## config.mk

```make
export PLATFORM = sky130hd
export DESIGN_NAME = afc_flow_ctrl
export DESIGN_NICKNAME = d
export VERILOG_FILES = /design/src/afc_pkg.sv /design/src/afc_flow_ctrl.sv
export SDC_FILE = /design/constraint.sdc
export NUM_CORES = 1
export LEC_CHECK = 0
export ABC_CLOCK_PERIOD_IN_PS = 7200
export BUFFER_PORTS_ARGS = -buffer_cell sky130_fd_sc_hd__buf_2
export CORE_UTILIZATION = 53
export DETAILED_ROUTE_END_ITERATION = 8
export PLACE_DENSITY = 0.78
export RECOVER_POWER = 25
export SLEW_MARGIN = 40
export SYNTH_ARGS = -nofsm -noshare
export SYNTH_HDL_FRONTEND = slang
export SYNTH_SLANG_ARGS = --single-unit
```

## constraint.sdc

```tcl
create_clock -name aclk -period 7.2 [get_ports aclk]
set_input_delay 0.72 -clock aclk [delete_from_list [all_inputs] [get_ports aclk]]
set_output_delay 0.72 -clock aclk [all_outputs]
set_load 0.03 [all_outputs]
```

## src/afc_pkg.sv

```systemverilog
// Constants and carrier types for the receive FIFO flow controller.
// Assumes a 100 MHz register clock shared with the MAC receive and transmit logic.
`default_nettype none
package afc_pkg;

	// ==========================================================
	// Register map (byte addresses)
	localparam logic [7:0]  FLOW_CONTROL_CONFIG_OFF       = 8'hAC;
	localparam logic [7:0]  AFC_PAUSE_OFF     = 8'hB4;
	localparam logic [7:0]  AFC_STAT_OFF      = 8'hB8;
	localparam logic [23:0] FLOW_CONTROL_CONFIG_RESET     = 24'h000000;
	localparam logic [15:0] AFC_PAUSE_RESET   = 16'h0000;
	localparam logic [1:0]  AFC_RESP_OKAY     = 2'h0;
	localparam logic [1:0]  AFC_RESP_SLVERR   = 2'h2;

	// ==========================================================
	// Field positions of the configuration register
	localparam int unsigned FIFO_HIGH_THRESHOLD_LSB        = 16;
	localparam int unsigned FIFO_LOW_THRESHOLD_LSB        = 8;
	localparam int unsigned AFC_DUR_LSB       = 4;
	localparam int unsigned AFC_MULT_BIT      = 3;
	localparam int unsigned AFC_BRD_BIT       = 2;
	localparam int unsigned AFC_ADD_BIT       = 1;
	localparam int unsigned AFC_ANY_BIT       = 0;
	localparam int unsigned AFC_UNIT_SHIFT    = 6;
	localparam int unsigned AFC_FILL_W        = 14;

	// ==========================================================
	// Timing
	localparam int unsigned AFC_CLK_PERIOD_NS = 10;
	localparam int unsigned AFC_JAM_ADD_10_NS = 2200;
	localparam int unsigned AFC_JAM_100_NS [0:15] = '{
		5000, 10000, 15000, 25000, 50000, 100000, 150000, 200000,
		250000, 300000, 350000, 400000, 450000, 500000, 550000, 600000};
	localparam int unsigned AFC_JAM_W         = 16;

	// ==========================================================
	// Types
	typedef struct packed {
		logic [7:0] fifo_high_threshold;
		logic [7:0] fifo_low_threshold;
		logic [3:0] jam_duration_code;
		logic       react_on_multicast;
		logic       react_on_broadcast;
		logic       react_on_own_address;
		logic       react_on_any_frame;
	} flow_control_config_t;

	typedef struct packed {
		logic start;
		logic multicast;
		logic broadcast;
		logic own_address;
	} afc_rx_frame_t;

	typedef enum logic [1:0] {
		AFC_IDLE,
		AFC_SEND_ON,
		AFC_PAUSED,
		AFC_SEND_OFF
	} afc_pause_st_t;

endpackage : afc_pkg
`default_nettype wire

```

## src/afc_flow_ctrl.sv

```systemverilog
// Automatic receive FIFO flow control: pause frames in full duplex, jamming in half duplex.
// Assumes MAC status, FIFO level and frame events come from logic on aclk; AXI4-Lite master on aclk.
//
// Notes on behaviour
// Nothing sent or jammed while transmitter disabled
// High threshold bits 23:16, 64-byte units
// Full duplex: one pause frame at high
// Half duplex: jam matching frames after high
// Below low threshold: send zero-time pause
// Zero pause only after real pause sent
// Software keeps low below high
// Jam length from bits 7:4, half only
// Bit 3: jam on multicast frames
// Bit 2: jam on broadcast frames
// Bit 1: jam on own-address frames
// Bit 0: react to any frame
// Any-frame bit overrides bits 3:1
// Jam code maps to fixed durations
// Pause request held until MAC sends
// High reached when fill >= high*64
//
// Chosen here: the AXI4-Lite slave port.
`timescale 1ns/1ps
`default_nettype none
module afc_flow_ctrl
	import afc_pkg::*;
#(
	parameter int unsigned JAM_CYCLE_DIV = 1
) (
	input  wire logic                  aclk,
	input  wire logic                  aresetn,
	input  wire logic [7:0]            s_axi_awaddr,
	input  wire logic                  s_axi_awvalid,
	output var  logic                  s_axi_awready,
	input  wire logic [31:0]           s_axi_wdata,
	input  wire logic [3:0]            s_axi_wstrb,
	input  wire logic                  s_axi_wvalid,
	output var  logic                  s_axi_wready,
	output var  logic [1:0]            s_axi_bresp,
	output var  logic                  s_axi_bvalid,
	input  wire logic                  s_axi_bready,
	input  wire logic [7:0]            s_axi_araddr,
	input  wire logic                  s_axi_arvalid,
	output var  logic                  s_axi_arready,
	output var  logic [31:0]           s_axi_rdata,
	output var  logic [1:0]            s_axi_rresp,
	output var  logic                  s_axi_rvalid,
	input  wire logic                  s_axi_rready,
	input  wire logic                  tx_enabled,
	input  wire logic                  full_duplex,
	input  wire logic                  speed_100,
	input  wire logic [AFC_FILL_W-1:0] rx_fifo_bytes,
	input  wire afc_rx_frame_t         rx_frame,
	input  wire logic                  pause_sent,
	output var  logic                  pause_req,
	output var  logic [15:0]           pause_time,
	output var  logic                  jam
);

	// ==========================================================
	// Registers and state
	flow_control_config_t                cfg_r;
	logic [15:0]             pause_time_value_r;
	afc_pause_st_t           state_r;
	logic [AFC_JAM_W-1:0]    jam_cnt_r;
	logic [7:0]              awaddr_r;
	logic [31:0]             wdata_r;
	logic [3:0]              wstrb_r;
	logic                    awready_r;
	logic                    wready_r;
	logic                    bvalid_r;
	logic [1:0]              bresp_r;
	logic                    arready_r;
	logic                    rvalid_r;
	logic [31:0]             rdata_r;
	logic [1:0]              rresp_r;
	logic                    pause_req_r;
	logic [15:0]             pause_time_r;
	logic                    jam_r;
	logic [AFC_FILL_W-1:0]   hi_bytes;
	logic [AFC_FILL_W-1:0]   lo_bytes;
	logic                    hi_reached;
	logic                    lo_below;
	logic                    frame_match;
	logic                    jam_start;
	logic                    do_write;

	// ==========================================================
	// Threshold and frame match
	assign hi_bytes    = AFC_FILL_W'({cfg_r.fifo_high_threshold, 6'h00});
	assign lo_bytes    = AFC_FILL_W'({cfg_r.fifo_low_threshold, 6'h00});
	assign hi_reached  = rx_fifo_bytes >= hi_bytes;
	assign lo_below    = rx_fifo_bytes < lo_bytes;
	assign frame_match = rx_frame.start & (cfg_r.react_on_any_frame
		| (cfg_r.react_on_multicast & rx_frame.multicast)
		| (cfg_r.react_on_broadcast & rx_frame.broadcast)
		| (cfg_r.react_on_own_address & rx_frame.own_address));
	assign jam_start   = tx_enabled & ~full_duplex & hi_reached & frame_match & ~jam_r;

	function automatic logic [AFC_JAM_W-1:0] jam_cycles(input logic [3:0] code, input logic fast);
		int unsigned ns;
		int unsigned c;
		ns = AFC_JAM_100_NS[code] + (fast ? 0 : AFC_JAM_ADD_10_NS);
		c  = ns / AFC_CLK_PERIOD_NS / JAM_CYCLE_DIV;
		if (c == 0) begin
			c = 1;
		end
		return AFC_JAM_W'(c);
	endfunction : jam_cycles

	// ==========================================================
	// AXI4-Lite write channel
	assign do_write = ~awready_r & ~wready_r & ~bvalid_r;

	always_ff @(posedge aclk) begin
		if (!aresetn) begin
			awready_r <= 1'b1;
			awaddr_r  <= 8'h00;
		end else if (s_axi_awvalid && awready_r) begin
			awready_r <= 1'b0;
			awaddr_r  <= s_axi_awaddr;
		end else if (bvalid_r && s_axi_bready) begin
			awready_r <= 1'b1;
		end
	end

	always_ff @(posedge aclk) begin
		if (!aresetn) begin
			wready_r <= 1'b1;
			wdata_r  <= 32'h00000000;
			wstrb_r  <= 4'h0;
		end else if (s_axi_wvalid && wready_r) begin
			wready_r <= 1'b0;
			wdata_r  <= s_axi_wdata;
			wstrb_r  <= s_axi_wstrb;
		end else if (bvalid_r && s_axi_bready) begin
			wready_r <= 1'b1;
		end
	end

	always_ff @(posedge aclk) begin
		if (!aresetn) begin
			bvalid_r <= 1'b0;
			bresp_r  <= AFC_RESP_OKAY;
		end else if (do_write) begin
			bvalid_r <= 1'b1;
			bresp_r  <= (awaddr_r == FLOW_CONTROL_CONFIG_OFF || awaddr_r == AFC_PAUSE_OFF || awaddr_r == AFC_STAT_OFF)
				? AFC_RESP_OKAY : AFC_RESP_SLVERR;
		end else if (s_axi_bready) begin
			bvalid_r <= 1'b0;
		end
	end

	always_ff @(posedge aclk) begin
		if (!aresetn) begin
			cfg_r              <= flow_control_config_t'(FLOW_CONTROL_CONFIG_RESET);
			pause_time_value_r <= AFC_PAUSE_RESET;
		end else if (do_write) begin
			if (awaddr_r == FLOW_CONTROL_CONFIG_OFF) begin
				cfg_r <= flow_control_config_t'({wstrb_r[2] ? wdata_r[23:16] : cfg_r[23:16],
					wstrb_r[1] ? wdata_r[15:8] : cfg_r[15:8],
					wstrb_r[0] ? wdata_r[7:0] : cfg_r[7:0]});
			end
			if (awaddr_r == AFC_PAUSE_OFF) begin
				pause_time_value_r <= {wstrb_r[1] ? wdata_r[15:8] : pause_time_value_r[15:8],
					wstrb_r[0] ? wdata_r[7:0] : pause_time_value_r[7:0]};
			end
		end
	end

	// ==========================================================
	// AXI4-Lite read channel
	always_ff @(posedge aclk) begin
		if (!aresetn) begin
			arready_r <= 1'b1;
			rvalid_r  <= 1'b0;
			rdata_r   <= 32'h00000000;
			rresp_r   <= AFC_RESP_OKAY;
		end else if (s_axi_arvalid && arready_r) begin
			arready_r <= 1'b0;
			rvalid_r  <= 1'b1;
			rresp_r   <= AFC_RESP_OKAY;
			unique case (s_axi_araddr)
				FLOW_CONTROL_CONFIG_OFF:   rdata_r <= {8'h00, cfg_r};
				AFC_PAUSE_OFF: rdata_r <= {16'h0000, pause_time_value_r};
				AFC_STAT_OFF:  rdata_r <= {10'h000, jam_cnt_r, jam_r, pause_req_r, 2'(state_r), lo_below, hi_reached};
				default: begin
					rdata_r <= 32'h00000000;
					rresp_r <= AFC_RESP_SLVERR;
				end
			endcase
		end else if (rvalid_r && s_axi_rready) begin
			arready_r <= 1'b1;
			rvalid_r  <= 1'b0;
		end
	end

	// ==========================================================
	// Full-duplex pause sequencer
	always_ff @(posedge aclk) begin
		if (!aresetn) begin
			state_r <= AFC_IDLE;
		end else begin
			unique case (state_r)
				AFC_IDLE:
					if (tx_enabled && full_duplex && cfg_r.react_on_any_frame && hi_reached) begin
						state_r <= AFC_SEND_ON;
					end
				AFC_SEND_ON:
					if (!tx_enabled) begin
						state_r <= AFC_IDLE;
					end else if (pause_sent) begin
						state_r <= AFC_PAUSED;
					end
				AFC_PAUSED:
					if (tx_enabled && lo_below && (|cfg_r[3:0])) begin
						state_r <= AFC_SEND_OFF;
					end
				AFC_SEND_OFF:
					if (!tx_enabled) begin
						state_r <= AFC_PAUSED;
					end else if (pause_sent) begin
						state_r <= AFC_IDLE;
					end
			endcase
		end
	end

	always_ff @(posedge aclk) begin
		if (!aresetn) begin
			pause_req_r  <= 1'b0;
			pause_time_r <= 16'h0000;
		end else if (!tx_enabled || pause_sent) begin
			pause_req_r  <= 1'b0;
		end else if (state_r == AFC_IDLE && full_duplex && cfg_r.react_on_any_frame && hi_reached) begin
			pause_req_r  <= 1'b1;
			pause_time_r <= pause_time_value_r;
		end else if (state_r == AFC_PAUSED && lo_below && (|cfg_r[3:0])) begin
			pause_req_r  <= 1'b1;
			pause_time_r <= 16'h0000;
		end
	end

	// ==========================================================
	// Half-duplex jam timer
	always_ff @(posedge aclk) begin
		if (!aresetn) begin
			jam_r     <= 1'b0;
			jam_cnt_r <= '0;
		end else if (!tx_enabled || full_duplex) begin
			jam_r     <= 1'b0;
			jam_cnt_r <= '0;
		end else if (jam_start) begin
			jam_r     <= 1'b1;
			jam_cnt_r <= jam_cycles(cfg_r.jam_duration_code, speed_100);
		end else if (jam_r) begin
			jam_cnt_r <= jam_cnt_r - 1'b1;
			jam_r     <= jam_cnt_r > 1;
		end
	end

	assign s_axi_awready = awready_r;
	assign s_axi_wready  = wready_r;
	assign s_axi_bvalid  = bvalid_r;
	assign s_axi_bresp   = bresp_r;
	assign s_axi_arready = arready_r;
	assign s_axi_rvalid  = rvalid_r;
	assign s_axi_rdata   = rdata_r;
	assign s_axi_rresp   = rresp_r;
	assign pause_req     = pause_req_r;
	assign pause_time    = pause_time_r;
	assign jam           = jam_r;
endmodule : afc_flow_ctrl
`default_nettype wire

```

==> key figures <==
Clock network
  – Deepest clock path buffer count: 2
  – Count of hold-fix buffers inserted at cts: 0
  – Worst-skew pair later-pin latency: 0.42 ns
  – Deepest level of the CTS H-tree: 4
  – Post-CTS clock slew at the launch and capture registers of the worst setup and hold paths: 0.07 ns
  – # clock sinks: 142
  – Number of clock buffers inserted by TritonCTS: 17
  – TritonCTS clock tree: built
  – CTS root buf: clkbuf_16

Synthesis
  – Top cell type's share of synthesized area: 28.8%
  – Cell accounting for the most synthesized area: dfxtp_1
  – Count of state elements after synthesis: 142
  – Primary FF master, synth: dfxtp_1
  – Sequential share of the synthesized area: 28.8%
  – Fraction of synthesis flops using an asynchronous set or reset pin: 0%
  – Number of library cell types mapped by synthesis: 103
  – Most area-consuming cells after synthesis: dfxtp_1 (29%), nand2_1 (9.8%), a21boi_0 (6.6%)
  – Post-synthesis cell area: 9870 um2
  – Number of warnings issued by yosys: 0
  – Number of cells produced by synthesis: 1299
  – EDFF count, synth: 0
  – Syn Area/Cell: 7.60 um2

Timing
  – Number of endpoints failing setup at the final stage: 2
  – Fmax: 130 MHz
  – Unrepaired setup endpoints after global routing: true
  – Final critical delay including setup and external delays: 7.70 ns
  – Number of failing hold endpoints at the final stage: 0
  – Total Neg Setup Slack: -0.994 ns
  – Worst Skew: 0.00734 ns
  – Final setup slack of the worst path: -0.504 ns
  – Final-report max-slew violation count: 126
  – Post-route clock period utilization: 107%
  – Worst slew margin relative to its limit: -169%
  – Worst Max-Slew Pin Slew: 4.04 ns
  – Final hold slack: 0.466 ns

Placement
  – Post-DP HPWL: 22600 um
  – Placer congestion estimate: 0.908
  – Port Buffer Count: 120

Outcome
  – Status: finished, violations left
  – Failing checks: DRC, capacitance limit, slew limit, setup timing

Drt
  – Vias per cell: 6.04
  – DRC violation count after routing: 8
  – First-pass DRT Iterations: 9
  – Count of antenna-violating nets left after detailed routing: 0
  – Iter 0 DRT Violations: 1001
  – Total detailed-routing wirelength: 31200 um
  – Average wire per standard cell: 17.5 um
  – Total vias in the final route: 10800

Job
  – Max_cap viols: 1

Worst setup path
  – R2R Path End: jam_cnt_r[0]$_SDFFE_PP0P_
  – Launching element type of the critical path: flop
  – Classification of the worst setup path: reg2reg
  – Worst reg-to-reg setup slack: -0.50 ns
  – Critical register-to-register path startpoint: cfg_r[4]$_SDFFE_PN0P_
  – Worst Path Arrival: 8.00 ns
  – Maximum cell stage delay along the critical path: 0.52 ns
  – Sort of element at the end of the critical path: flop
  – Count of cells along the worst register-to-register path: 34
  – Library cell contributing the largest single delay on the critical path: a2111oi_4
  – Required @ worst endpoint: 7.50 ns
  – Critical path fanouts, max: 7

Floorplanning
  – Die X: 138 um
  – Starting Density: 54.6%
  – Top-Level Pins: 140
  – Die area: 19200 um2
  – Area of the core: 18100 um2
  – Die Height: 138 um
  – Total number of placement rows: 49

Finish
  – Fill count: 1336
  – Core occupancy in the finished layout: 71.9%
  – Net count reported at finish: 1656
  – Diodes inserted: 0
  – Signed area change from the synthesized netlist to the final layout: 31.7%
  – Fraction of final layout cells with drive strength greater than 1: 29.9%

Worst hold path
  – Destination of the worst hold path: s_axi_rdata[22]$_SDFFE_PN0P_
  – Hold crit path type: reg2reg
  – Number of cells on the worst hold path: 2
  – Origin of the worst min-delay path: s_axi_rdata[22]$_SDFFE_PN0P_

Power
  – Leakage power: 5.06 nW
  – Areal power density over the cells: 160 nW/um2
  – Total power after layout: 0.00209 W
  – Worst vdd ir: 0.000202 V

Global routing
  – Vias in the first global route: 10400
  – GR Util All Layers: 32.3%
  – GR Overflow Total: 0
  – Wire length of the first global-routing pass: 50900 um
  – Pin count of the biggest net entering global routing: 126
  – Number of antenna violations at the first check in global routing: 1
==> timing repair <==
action | CTS | global route
pin swaps | 34 | 20
setup endpoints to repair | 2 | 4
setup buffers | 15 | 8
gates resized for setup | 55 | 19
cloned | 0 | 0
==> metrics by stage <==
| step | std cells | cell area [um2] | worst slack (ns) |
|---|---|---|---|
| finish | 1783 | 13000 | -0.504 |
| global route | 1783 | 13000 | -0.831 |
| CTS | 1776 | 12800 | -0.380 |
| detailed placement | 1729 | 11900 | -0.573 |
| global placement | 1729 | 11800 | -0.406 |
| floorplan | 1308 | 10200 | -0.0394 |
==> metal layers <==
metal | global-route usage, % | routed length (um)
met3 | 4.85 | 2110
met5 | 0 | 0
met4 | 15.1 | 1180
met2 | 57.4 | 15600
met1 | 38.3 | 12300
==> cells in the mapped netlist (5+ instances only) <==
cell	count
o211ai_1	7
and3_1	13
a211oi_2	6
a21oi_1	89
a22oi_1	33
a21o_1	5
nand2_1	258
a211oi_1	6
o31ai_2	5
xnor2_1	17
nor2_1	65
nor3b_1	11
mux2i_1	5
o31ai_1	5
o21ai_0	54
and2_1	20
a21boi_0	87
clkbuf_1	58
o21ai_1	8
xor2_1	9
or3_1	5
buf_2	7
o21a_1	5
a31oi_1	22
dfxtp_1	142
nand2b_1	9
nand3_1	34
inv_1	29
nand3b_1	5
buf_4	18
a221oi_1	8
o31a_1	5
nor3_1	20
nor2b_1	40
nor4_1	15
nand4_1	17
a211o_1	5
ha_1	33
==> worst max path at each step <==
stage | from | endpoint | slack [ns] | depth (start not counted)
6_report | cfg_r[4]$_SDFFE_PN0P_ | jam_cnt_r[0]$_SDFFE_PP0P_ | -0.50 | 34
5_1_grt | cfg_r[4]$_SDFFE_PN0P_ | jam_cnt_r[0]$_SDFFE_PP0P_ | -0.83 | 38
4_1_cts | cfg_r[4]$_SDFFE_PN0P_ | jam_cnt_r[0]$_SDFFE_PP0P_ | -0.38 | 32
3_5_place_dp | cfg_r[4]$_SDFFE_PN0P_ | jam_cnt_r[0]$_SDFFE_PP0P_ | -0.57 | 33
3_3_place_gp | cfg_r[4]$_SDFFE_PN0P_ | jam_cnt_r[0]$_SDFFE_PP0P_ | -0.41 | 33
2_1_floorplan | cfg_r[4]$_SDFFE_PN0P_ | jam_cnt_r[0]$_SDFFE_PP0P_ | -0.04 | 33
==> kinds of logic after synthesis <==
family / count (synthesis) / share of synthesized area, %
AND/OR/NAND/NOR: 545 / 26.8
buffers and inverters: 119 / 5.37
AO/OA/AOI/OAI: 421 / 31.0
adder cells (fa/ha/maj): 34 / 4.39
multiplexers: 11 / 1.34
XOR/XNOR: 26 / 2.31
flip-flops: 142 / 28.8
other: 1 / 0.0380
==> critical path, delay by kind of cell, from the launching register on <==
kind                     cells  cell delay [ns]
AO/OA/AOI/OAI               14             3.01
flip-flops                   1             0.38
XOR/XNOR                     1             0.17
AND/OR/NAND/NOR             10             1.81
multiplexers                 2             0.82
buffers and inverters        4             0.64
adder cells (fa/ha/maj)      3             0.75
==> cell usage in the layout (no fill, tap or decap), types with 5 or more instances in the layout <==
master     instances
nor4_1            13
a211oi_2           8
nand2_1          252
and3_4             6
nand3b_1           5
o31ai_4            5
buf_2            115
xor2_1             5
a221oi_1           7
and3_1             9
a21boi_0          87
dfxtp_1          140
clkbuf_16         17
nand4_1           17
a21oi_1           83
and2_1            18
o21ai_1            7
nor2_1            62
o211ai_1           7
nor2b_1           40
a22oi_1           33
conb_1            10
inv_1             27
inv_6              5
a21o_1             5
nor3_1            17
a21oi_4            5
o21a_1             5
clkbuf_1           6
a31oi_1           19
xnor2_1           15
nor3b_1            8
o31a_1             5
o21ai_0           53
buf_4            173
nand3_1           31
nand2b_1           9
ha_1              29
nand2_2            5
==> area by class of cell <==
type | instances | area [um2] | area share, %
tap | 229 | 287 | 2.20
timing repair buffer | 301 | 2000 | 15.4
clock buffer | 17 | 425 | 3.27
inverter | 32 | 128 | 0.981
clock inverter | 15 | 156 | 1.20
multi-input combinational | 1047 | 7160 | 55.0
sequential | 142 | 2850 | 21.9
==> state kept, by name, indices dropped and copies added (netlist names) <==
register,cells
cfg_r,24
s_axi_rdata,24
wdata_r,24
jam_cnt_r,16
pause_time,16
pause_time_value_r,16
awaddr_r,8
wstrb_r,3
state_r,2
jam,1
pause_req,1
s_axi_arready,1
s_axi_awready,1
s_axi_bresp,1
s_axi_bvalid,1
s_axi_rresp,1
s_axi_rvalid,1
s_axi_wready,1
==> power by group <==
group          switching (W)  leakage [nW]  internal [W]  total, W
clock               0.000373         0.286      0.000488  0.000861
combinational       0.000222          3.62      0.000188  0.000410
sequential         0.0000147          1.15      0.000802  0.000817
(Power assumes the default switching activity.)
